[src/rtl/sac_defs.vh]
// register map, field positions, reset values and timing counts of the converter control block
// ==========================================================================
// Overview of operation
// each pair bit clear gives two single-ended inputs; set joins them, even positive
// a differential channel yields its result in two's complement form
// channel code 0000-0111 picks input n, 1xxx the temperature sensor
// upper four bits of both multiplexer registers read zero, writes ignored
// nonzero divider D gives conversion clock of system clock over 2*(D+1)
// divider value zero makes the conversion clock equal the system clock
// gain code 000=1, 001=2, 010=4, 011=8, 10x=16, 11x=0.5
// enable clear keeps converter shut down; set makes it active, accepting starts
// track mode clear and enabled: track continuously except during a conversion
// completion sets the done flag and holds it; only software clears it
// busy reads 1 during conversion; done flag set on busy falling edge
// writing busy 1 starts a conversion only in start mode 00; 0 ignored
// start mode picks software write, timer 3, pin rising edge, timer 2
// track mode set, modes 00/01/11: trigger starts 3 clock tracking, then conversion
// track mode set, mode 10: track while pin low, convert on rising edge
// window match sets the window flag and holds it; only software clears it
// justify bit selects right (0) or left (1) justified result bytes
// right justified: high byte holds upper four bits, bits 7-4 copy bit 3
// left justified: high byte holds top eight bits; low byte bits 3-0 zero
// each conversion lasts at least 16 conversion clock periods
// busy stays 1 for the whole conversion and returns 0 at completion
// both result bytes update together in the cycle busy falls
`ifndef SAC_DEFS_VH
`define SAC_DEFS_VH

// ==========================================================================
// register indices, byte address is four times the index
`define SAC_IDX_PAIR_CFG     10'h0BA
`define SAC_IDX_CHAN_SEL     10'h0BB
`define SAC_IDX_CONV_CFG     10'h0BC
`define SAC_IDX_RES_LOW      10'h0BE
`define SAC_IDX_RES_HIGH     10'h0BF
`define SAC_IDX_CONV_CTL     10'h0E8

// ==========================================================================
// reset values
`define SAC_RST_PAIR_CFG     4'h0
`define SAC_RST_CHAN_SEL     4'h0
`define SAC_RST_CONV_CFG     8'hF8
`define SAC_RST_RESULT       8'h00

// ==========================================================================
// converter_control field positions
`define SAC_CTL_ON           7
`define SAC_CTL_TRACK        6
`define SAC_CTL_DONE         5
`define SAC_CTL_BUSY         4
`define SAC_CTL_MODE_HI      3
`define SAC_CTL_MODE_LO      2
`define SAC_CTL_WIN          1
`define SAC_CTL_LEFT         0

// start sources
`define SAC_START_SW         2'h0
`define SAC_START_T3         2'h1
`define SAC_START_PIN        2'h2
`define SAC_START_T2         2'h3

// ==========================================================================
// timing in conversion clock periods
`define SAC_TRACK_CLKS       4'h3
`define SAC_CONV_CLKS        5'h10

`endif

[src/rtl/sac_clkdiv.v]
// conversion clock tick generator
`default_nettype none
module sac_clkdiv (
  input  wire       sys_clk_i,
  input  wire       reset_i,
  input  wire       run_i,
  input  wire [4:0] div_i,
  output wire       tick_o
);
  // ==========================================================================
  // period counter
  reg  [5:0] cnt_q;
  wire [5:0] limit;

  // D=0 ticks every cycle, else one tick per 2*(D+1) cycles
  assign limit  = (div_i == 5'h00) ? 6'h00 : {div_i, 1'b1};
  assign tick_o = run_i & (cnt_q == limit);

  always @(posedge sys_clk_i) begin
    if (reset_i || !run_i || tick_o) begin
      cnt_q <= 6'h00;
    end else begin
      cnt_q <= cnt_q + 6'h01;
    end
  end
endmodule // sac_clkdiv
`default_nettype wire

[src/rtl/sac_top.v]
// converter control block: apb registers, start logic, sequencer and result formatting
//
// Register access over APB is this design's own decision.
`include "sac_defs.vh"
`default_nettype none
module sac_top (
  input  wire        sys_clk_i,
  input  wire        reset_i,
  // apb slave
  input  wire        psel_i,
  input  wire        penable_i,
  input  wire        pwrite_i,
  input  wire [11:0] paddr_i,
  input  wire [31:0] pwdata_i,
  output reg         pready_o,
  output reg  [31:0] prdata_o,
  output reg         pslverr_o,
  // start sources
  input  wire        timer2_ovf_i,
  input  wire        timer3_ovf_i,
  input  wire        external_start_pin_i,
  // analog core
  input  wire [11:0] conv_data_i,
  input  wire        window_match_i,
  output reg         converter_on_o,
  output reg         track_o,
  output reg         convert_o,
  output reg         sar_tick_o,
  output reg  [2:0]  mux_pos_o,
  output reg  [2:0]  mux_neg_o,
  output reg         diff_mode_o,
  output reg         temp_sel_o,
  output reg  [5:0]  gain_sel_o
);

  // ==========================================================================
  // sequencer states
  localparam [2:0] ST_IDLE  = 3'b001;
  localparam [2:0] ST_TRACK = 3'b010;
  localparam [2:0] ST_CONV  = 3'b100;

  // ==========================================================================
  // register storage
  reg  [3:0]  pair_cfg_q;
  reg  [3:0]  channel_code_q;
  reg  [7:0]  conv_cfg_q;
  reg  [7:0]  res_low_q;
  reg  [7:0]  res_high_q;
  reg         on_q;
  reg         track_sel_q;
  reg         done_q;
  reg         busy_q;
  reg  [1:0]  start_sel_q;
  reg         win_q;
  reg         left_q;

  reg  [2:0]  state_q;
  reg  [2:0]  state_d;
  reg  [4:0]  phase_q;
  reg  [4:0]  phase_d;
  reg         pin_prev_q;

  // ==========================================================================
  // apb decode
  wire        access;
  wire        complete;
  wire        aligned;
  wire [9:0]  idx;
  reg         hit;
  reg  [7:0]  rd_d;
  reg  [5:0]  wsel;

  assign access   = psel_i & penable_i;
  // writes land only on the edge where pready is seen high
  assign complete = access & pready_o;
  assign aligned  = (paddr_i[1:0] == 2'h0);
  assign idx      = paddr_i[11:2];

  always @* begin
    hit  = aligned;
    rd_d = 8'h00;
    wsel = 6'h00;
    if (aligned && idx == `SAC_IDX_PAIR_CFG) begin
      rd_d    = {4'h0, pair_cfg_q};
      wsel[0] = 1'b1;
    end else if (aligned && idx == `SAC_IDX_CHAN_SEL) begin
      rd_d    = {4'h0, channel_code_q};
      wsel[1] = 1'b1;
    end else if (aligned && idx == `SAC_IDX_CONV_CFG) begin
      rd_d    = conv_cfg_q;
      wsel[2] = 1'b1;
    end else if (aligned && idx == `SAC_IDX_RES_LOW) begin
      rd_d    = res_low_q;
      wsel[3] = 1'b1;
    end else if (aligned && idx == `SAC_IDX_RES_HIGH) begin
      rd_d    = res_high_q;
      wsel[4] = 1'b1;
    end else if (aligned && idx == `SAC_IDX_CONV_CTL) begin
      rd_d    = {on_q, track_sel_q, done_q, busy_q,
                 start_sel_q, win_q, left_q};
      wsel[5] = 1'b1;
    end else begin
      hit = 1'b0;
    end
  end

  wire        wr_en;
  wire        wr_ctl;
  wire [1:0]  wr_mode;

  assign wr_en   = complete & pwrite_i;
  assign wr_ctl  = wr_en & wsel[5];
  assign wr_mode = pwdata_i[`SAC_CTL_MODE_HI:`SAC_CTL_MODE_LO];

  // one wait state: pready rises in the second access cycle
  always @(posedge sys_clk_i) begin
    if (reset_i) begin
      pready_o  <= 1'b0;
      prdata_o  <= 32'h0000_0000;
      pslverr_o <= 1'b0;
    end else begin
      pready_o  <= access & ~pready_o;
      pslverr_o <= access & ~pready_o & ~hit;
      if (access && !pready_o) begin
        prdata_o <= {24'h00_0000, rd_d};
      end
    end
  end

  // ==========================================================================
  // conversion clock
  wire tick;

  sac_clkdiv u_clkdiv (
    .sys_clk_i (sys_clk_i),
    .reset_i   (reset_i),
    .run_i     (state_q != ST_IDLE),
    .div_i     (conv_cfg_q[7:3]),
    .tick_o    (tick)
  );

  // ==========================================================================
  // start sources
  wire       pin_rise;
  wire       sw_start;
  wire       trk_now;
  wire [1:0] src_now;
  reg        trigger;

  assign pin_rise = external_start_pin_i & ~pin_prev_q;
  // a control write counts with the track mode and source it carries
  assign trk_now  = wr_ctl ? pwdata_i[`SAC_CTL_TRACK] : track_sel_q;
  assign src_now  = wr_ctl ? wr_mode : start_sel_q;
  // uses the mode written in the same access, so one write may set mode and start
  assign sw_start = wr_ctl & pwdata_i[`SAC_CTL_BUSY] & (wr_mode == `SAC_START_SW);

  always @* begin
    case (src_now)
      `SAC_START_SW: trigger = sw_start;
      `SAC_START_T3: trigger = timer3_ovf_i;
      `SAC_START_PIN: trigger = pin_rise;
      default:       trigger = timer2_ovf_i;
    endcase
  end

  // ==========================================================================
  // sequencer
  wire finish;
  wire go_conv;

  assign finish  = (state_q == ST_CONV) && tick &&
                   (phase_q == `SAC_CONV_CLKS - 5'h01);
  // pin mode converts at once: the low phase of the pin was the tracking
  assign go_conv = ~trk_now | (src_now == `SAC_START_PIN);

  always @* begin
    state_d = state_q;
    phase_d = phase_q;
    case (state_q)
      ST_IDLE: begin
        phase_d = 5'h00;
        if (on_q && trigger) begin
          state_d = go_conv ? ST_CONV : ST_TRACK;
        end
      end
      ST_TRACK: begin
        if (tick) begin
          phase_d = phase_q + 5'h01;
          if (phase_q == {1'b0, `SAC_TRACK_CLKS} - 5'h01) begin
            state_d = ST_CONV;
            phase_d = 5'h00;
          end
        end
      end
      ST_CONV: begin
        if (tick) begin
          phase_d = phase_q + 5'h01;
        end
        if (finish) begin
          state_d = ST_IDLE;
          phase_d = 5'h00;
        end
      end
      default: begin
        state_d = ST_IDLE;
        phase_d = 5'h00;
      end
    endcase
    // shutdown abandons a conversion in flight; one whose last tick falls in the first cycle after the enable clears still loads its result
    if (!on_q) begin
      state_d = ST_IDLE;
      phase_d = 5'h00;
    end
  end

  always @(posedge sys_clk_i) begin
    if (reset_i) begin
      state_q    <= ST_IDLE;
      phase_q    <= 5'h00;
      pin_prev_q <= 1'b0;
    end else begin
      state_q    <= state_d;
      phase_q    <= phase_d;
      pin_prev_q <= external_start_pin_i;
    end
  end

  // ==========================================================================
  // result formatting
  wire        sel_diff;
  wire [11:0] result;
  reg  [7:0]  hi_fmt;
  reg  [7:0]  lo_fmt;

  assign sel_diff = ~channel_code_q[3] & pair_cfg_q[channel_code_q[2:1]];
  // core delivers offset binary; flipping the msb gives two's complement
  assign result   = sel_diff ? {~conv_data_i[11], conv_data_i[10:0]} : conv_data_i;

  always @* begin
    if (left_q) begin
      hi_fmt = result[11:4];
      lo_fmt = {result[3:0], 4'h0};
    end else begin
      hi_fmt = {{4{result[11]}}, result[11:8]};
      lo_fmt = result[7:0];
    end
  end

  // ==========================================================================
  // register writes and hardware updates
  always @(posedge sys_clk_i) begin
    if (reset_i) begin
      pair_cfg_q     <= `SAC_RST_PAIR_CFG;
      channel_code_q <= `SAC_RST_CHAN_SEL;
      conv_cfg_q     <= `SAC_RST_CONV_CFG;
      res_low_q      <= `SAC_RST_RESULT;
      res_high_q     <= `SAC_RST_RESULT;
      on_q           <= 1'b0;
      track_sel_q    <= 1'b0;
      done_q         <= 1'b0;
      busy_q         <= 1'b0;
      start_sel_q    <= 2'h0;
      win_q          <= 1'b0;
      left_q         <= 1'b0;
    end else begin
      if (wr_en && wsel[0]) begin
        pair_cfg_q <= pwdata_i[3:0];
      end
      if (wr_en && wsel[1]) begin
        channel_code_q <= pwdata_i[3:0];
      end
      if (wr_en && wsel[2]) begin
        conv_cfg_q <= pwdata_i[7:0];
      end
      // results load together, hardware wins over a software write
      if (finish) begin
        res_low_q  <= lo_fmt;
        res_high_q <= hi_fmt;
      end else begin
        if (wr_en && wsel[3]) begin
          res_low_q <= pwdata_i[7:0];
        end
        if (wr_en && wsel[4]) begin
          res_high_q <= pwdata_i[7:0];
        end
      end
      if (wr_ctl) begin
        on_q        <= pwdata_i[`SAC_CTL_ON];
        track_sel_q <= pwdata_i[`SAC_CTL_TRACK];
        start_sel_q <= wr_mode;
        left_q      <= pwdata_i[`SAC_CTL_LEFT];
      end
      // flags: a set in the clearing cycle wins
      if (finish) begin
        done_q <= 1'b1;
      end else if (wr_ctl) begin
        done_q <= pwdata_i[`SAC_CTL_DONE];
      end
      if (window_match_i) begin
        win_q <= 1'b1;
      end else if (wr_ctl) begin
        win_q <= pwdata_i[`SAC_CTL_WIN];
      end
      // busy is not written directly: 0 has no effect
      busy_q <= (state_d != ST_IDLE);
    end
  end

  // ==========================================================================
  // analog core controls
  reg [2:0] pos_d;
  reg [5:0] gain_d;
  wire      track_d;

  always @* begin
    if (sel_diff) begin
      pos_d = {channel_code_q[2:1], 1'b0};
    end else begin
      pos_d = channel_code_q[2:0];
    end
    case (conv_cfg_q[2:0])
      3'h0:    gain_d = 6'h02;
      3'h1:    gain_d = 6'h04;
      3'h2:    gain_d = 6'h08;
      3'h3:    gain_d = 6'h10;
      3'h4:    gain_d = 6'h20;
      3'h5:    gain_d = 6'h20;
      default: gain_d = 6'h01;
    endcase
  end

  assign track_d = on_q & (
      (~track_sel_q & (state_d != ST_CONV)) |
      (track_sel_q & (state_d == ST_TRACK)) |
      (track_sel_q & (start_sel_q == `SAC_START_PIN) &
       (state_d == ST_IDLE) & ~external_start_pin_i));

  always @(posedge sys_clk_i) begin
    if (reset_i) begin
      converter_on_o <= 1'b0;
      track_o        <= 1'b0;
      convert_o      <= 1'b0;
      sar_tick_o     <= 1'b0;
      mux_pos_o      <= 3'h0;
      mux_neg_o      <= 3'h0;
      diff_mode_o    <= 1'b0;
      temp_sel_o     <= 1'b0;
      gain_sel_o     <= 6'h02;
    end else begin
      converter_on_o <= on_q;
      track_o        <= track_d;
      convert_o      <= (state_d == ST_CONV);
      sar_tick_o     <= tick & (state_q == ST_CONV);
      mux_pos_o      <= pos_d;
      mux_neg_o      <= {channel_code_q[2:1], 1'b1};
      diff_mode_o    <= sel_diff;
      temp_sel_o     <= channel_code_q[3];
      gain_sel_o     <= gain_d;
    end
  end

endmodule // sac_top
`default_nettype wire

[config.mk]
export PLATFORM = sky130hd
export DESIGN_NAME = sac_top
export DESIGN_NICKNAME = d
export VERILOG_FILES = /design/src/rtl/sac_clkdiv.v /design/src/rtl/sac_top.v
export VERILOG_INCLUDE_DIRS = /design/src /design/src/rtl
export SDC_FILE = /design/constraint.sdc
export NUM_CORES = 1
export LEC_CHECK = 0
export BUFFER_PORTS_ARGS = -buffer_cell sky130_fd_sc_hd__buf_2
export CORE_MARGIN = 2
export CORE_UTILIZATION = 45
export CTS_BUF_LIST = sky130_fd_sc_hd__clkbuf_8
export DETAILED_ROUTE_END_ITERATION = 16
export GPL_TIMING_DRIVEN = 0
export PLACE_DENSITY = 0.74
export SLEW_MARGIN = 20
export SYNTH_ARGS = -nofsm -noshare
export SYNTH_HDL_FRONTEND = slang
export SYNTH_SLANG_ARGS = --single-unit
[constraint.sdc]
create_clock -name sys_clk_i -period 2.34 [get_ports sys_clk_i]
set_clock_uncertainty 0.15 [all_clocks]
set_input_delay 0.468 -clock sys_clk_i [delete_from_list [all_inputs] [get_ports sys_clk_i]]
set_output_delay 0.468 -clock sys_clk_i [all_outputs]
set_load 0.01 [all_outputs]
==> impl_metrics.tcl <==
set metrics [dict create \
    fin_total_pwr_w 0.00267 \
    cap_violations 0 \
    reg2reg_depth 8 \
    final_cell_mix "dfxtp_1, buf_2, nor2_1" \
    required_ns 2.46 \
    placed_cell_area_um2 4570 \
    grt_pass1_vias 3338 \
    antenna_found_initial 0 \
    num-fill-cells 782 \
    wl_per_cell_um 16.0 \
    grt_usage_pct 21.4 \
    endpoint "track_o" \
    r2r_setup_slack_ns -0.07 \
    drt_iter0_markers 217 \
    finalMaxSlewViolations 0 \
    fmax_ghz 0.415 \
    path_buf_inv 0 \
    cts_htree_levels 3 \
    synth_edf_count 0 \
    layout_setup_ws_ns -0.0682 \
    ys_seq_area_share_pct 40.5 \
    synth-seq-cells 81 \
    layout-drive-gt1-share_pct 29.0 \
    ios 117 \
    rsz0062_at_grt "true" \
    cts_sinks 81 \
    coreArea_um2 8680 \
    cts_buffer_depth 2 \
    grt_pass1_wl_um 16600 \
    holdBufCountCts 0 \
    gp_congestion 0.884 \
    critPathMaxFanout 4 \
    hp-start "window_match_i" \
    endpoint_kind "flip-flop" \
    r2r_start "conv_cfg_q[3]" \
    drtAntennaViolNets 0 \
    critical_path.top_delay_family "simple AND/OR/NAND/NOR gates" \
    ys.flop_type "dfxtp_1" \
    r2r-end "track_o" \
    grt_max_degree 16 \
    clkSlewWorstSetupHoldPaths_ns 0.09 \
    vias 3643 \
    grt_overflow 0 \
    peakVddDrop_mv 0.301 \
    cts_made_buffers 9 \
    critical_path_arrival_ns 2.53 \
    syn_to_final_growth_pct 25.0 \
    layout.nets 630 \
    cp-start-kind "flip-flop" \
    die_area_um2 9660 \
    yosysWarningCount 0 \
    synth.distinct_cells 57 \
    crit_cells 8 \
    drc_errors 0 \
    synth_area_um2 4000 \
    die_y_um 98.3 \
    wirelength_um 10800 \
    synthCells 453 \
    dr.pass1.iters 5 \
    fin_crit_sh_pct 103 \
    min-delay-path-class "input port to flip-flop" \
    worstSetupPathType "flip-flop to flip-flop" \
    crit_slowest_cell "or4_4" \
    period_minus_slack_ns 2.41 \
    finalInstanceArea_um2 5000 \
    relSlewSlack_pct 49.6 \
    initial_core_util_pct 46.1 \
    cts_tree "built" \
    startpoint "conv_cfg_q[3]" \
    finish.utilization_pct 57.6 \
    setup_tns_ns -0.0686 \
    tightest_slew_ns 0.756 \
    dp_hpwl_um 7680 \
    die_w_um 98.3 \
    hold_viol 0 \
    power.leakage_nw 2.07 \
    via_per_inst 5.41 \
    port-buffer-count 65 \
    power_density_nw_per_um2 533 \
    rows 34 \
    cts-root-buf "clkbuf_8" \
    n_antenna_cell 0 \
    finalSetupViolCount 2 \
    synthArstFlopShare_pct 0 \
    violations "setup timing" \
    syn_avg_cell_area_um2 8.83 \
    final_common_cell "dfxtp_1" \
    status "finished, violations left" \
    slowest_delay_ns 0.54 \
    clock_latency_ns 0.37 \
    path_cells "or4_4 -> nor2_4 -> xor2_4 -> nand4_1 -> and3_4 -> a311oi_2 -> mux2i_1 -> a311oi_1" \
]
==> metrics by stage <==
step                hold WS (ns)  instances  setup slack (ns)
floorplan                  0.306        476           -0.0728
global placement           0.311        649            -0.509
detailed placement         0.306        649            -0.526
CTS                        0.165        670           -0.0991
global route               0.188        674            -0.188
finish                     0.165        674           -0.0682
==> registers in the layout, summed over array words and instances (netlist names), 4 cells and up <==
signal and flops:
conv_cfg_q 8, prdata_o 8, res_high_q 8, res_low_q 8, gain_sel_o 6, u_clkdiv.cnt_q 6
phase_q 5, channel_code_q 4, pair_cfg_q 4
==> layout make-up <==
| cell class | count | area (um^2) | area share (%) |
|---|---|---|---|
| well taps | 108 | 135 | 2.70 |
| clock inverters | 7 | 76.3 | 1.53 |
| plain buffers | 51 | 314 | 6.28 |
| repair buffers | 75 | 398 | 7.95 |
| multi-input cells | 330 | 2280 | 45.5 |
| clock buffers | 9 | 124 | 2.48 |
| flip-flops and latches | 81 | 1630 | 32.6 |
| inverters | 13 | 48.8 | 0.975 |
==> routing by layer <==
layer / part of all wire [%] / routed length, um / track usage [%]
met3: 6.6 / 717 / 3.22
met1: 46 / 4930 / 29.1
met2: 46 / 4940 / 34.2
met5: 0 / 0 / 0
met4: 1.9 / 207 / 8.64
==> where the power goes <==
part / internal [W] / leakage (nW) / switching [W]
logic: 0.0000862 / 1.32 / 0.000123
registers: 0.00139 / 0.653 / 0.00000519
clock network: 0.000500 / 0.0962 / 0.000565
total: 0.00197 / 2.07 / 0.000694
==> worst min-delay path, stage by stage <==
cell and delay (ns):
buf_2 0.08, a211oi_1 0.04, nor2_1 0.07
==> worst min path at each step <==
| stage | cells past startpoint | to | slack, ns |
|---|---|---|---|
| final | 3 | win_q | 0.16 |
| after global routing | 3 | win_q | 0.19 |
| after CTS | 3 | win_q | 0.16 |
| after detailed placement | 2 | prdata_o[0] | 0.31 |
| after global placement | 2 | prdata_o[0] | 0.31 |
| after floorplan | 2 | res_low_q[7] | 0.31 |
==> kinds of logic after synthesis <==
logic type	after synthesis	share of synthesized area (%)
AOI/OAI and AO/OA	83	13.9
xor gates and xnor gates	14	3.25
adders and majority gates	4	1.25
buffers and inverters	65	8.66
DFF	81	40.5
muxes	46	11.9
other	1	0.0937
and+or+nand+nor	159	20.4
==> Yosys cell counts, drive strengths merged, types with 2 or more instances <==
| library cell | count | area [um^2] |
|---|---|---|
| xor2 | 10 | 95.1 |
| nor4b | 6 | 58.8 |
| mux2 | 4 | 45.0 |
| a311oi | 2 | 17.5 |
| nand3 | 6 | 30.0 |
| nor2b | 15 | 93.8 |
| or3 | 2 | 12.5 |
| a22oi | 2 | 15.0 |
| buf | 31 | 219 |
| a2111oi | 2 | 17.5 |
| and2 | 3 | 20.0 |
| dfxtp | 81 | 1620 |
| xnor2 | 4 | 35.0 |
| nor3b | 3 | 22.5 |
| a21oi | 18 | 93.8 |
| nand2b | 4 | 25.0 |
| nor3 | 8 | 40.0 |
| a211oi | 25 | 188 |
| clkbuf | 21 | 78.8 |
| and4 | 2 | 17.5 |
| and4b | 3 | 30.0 |
| o211ai | 4 | 30.0 |
| ha | 4 | 50.1 |
| o31ai | 2 | 15.0 |
| or2 | 2 | 12.5 |
| o21ai | 16 | 80.1 |
| nand4 | 4 | 25.0 |
| a221oi | 4 | 35.0 |
| inv | 13 | 48.8 |
| nor2 | 64 | 243 |
| and3 | 11 | 68.8 |
| mux2i | 41 | 410 |
| nand2 | 22 | 82.6 |
==> repair_timing <==
action,CTS,global route
pin swaps,6,7
setup endpoints to repair,27,32
buffers inserted,5,4
gates cloned,0,1
resized for setup,18,31
Note: power is estimated with default switching activity, not from simulation.
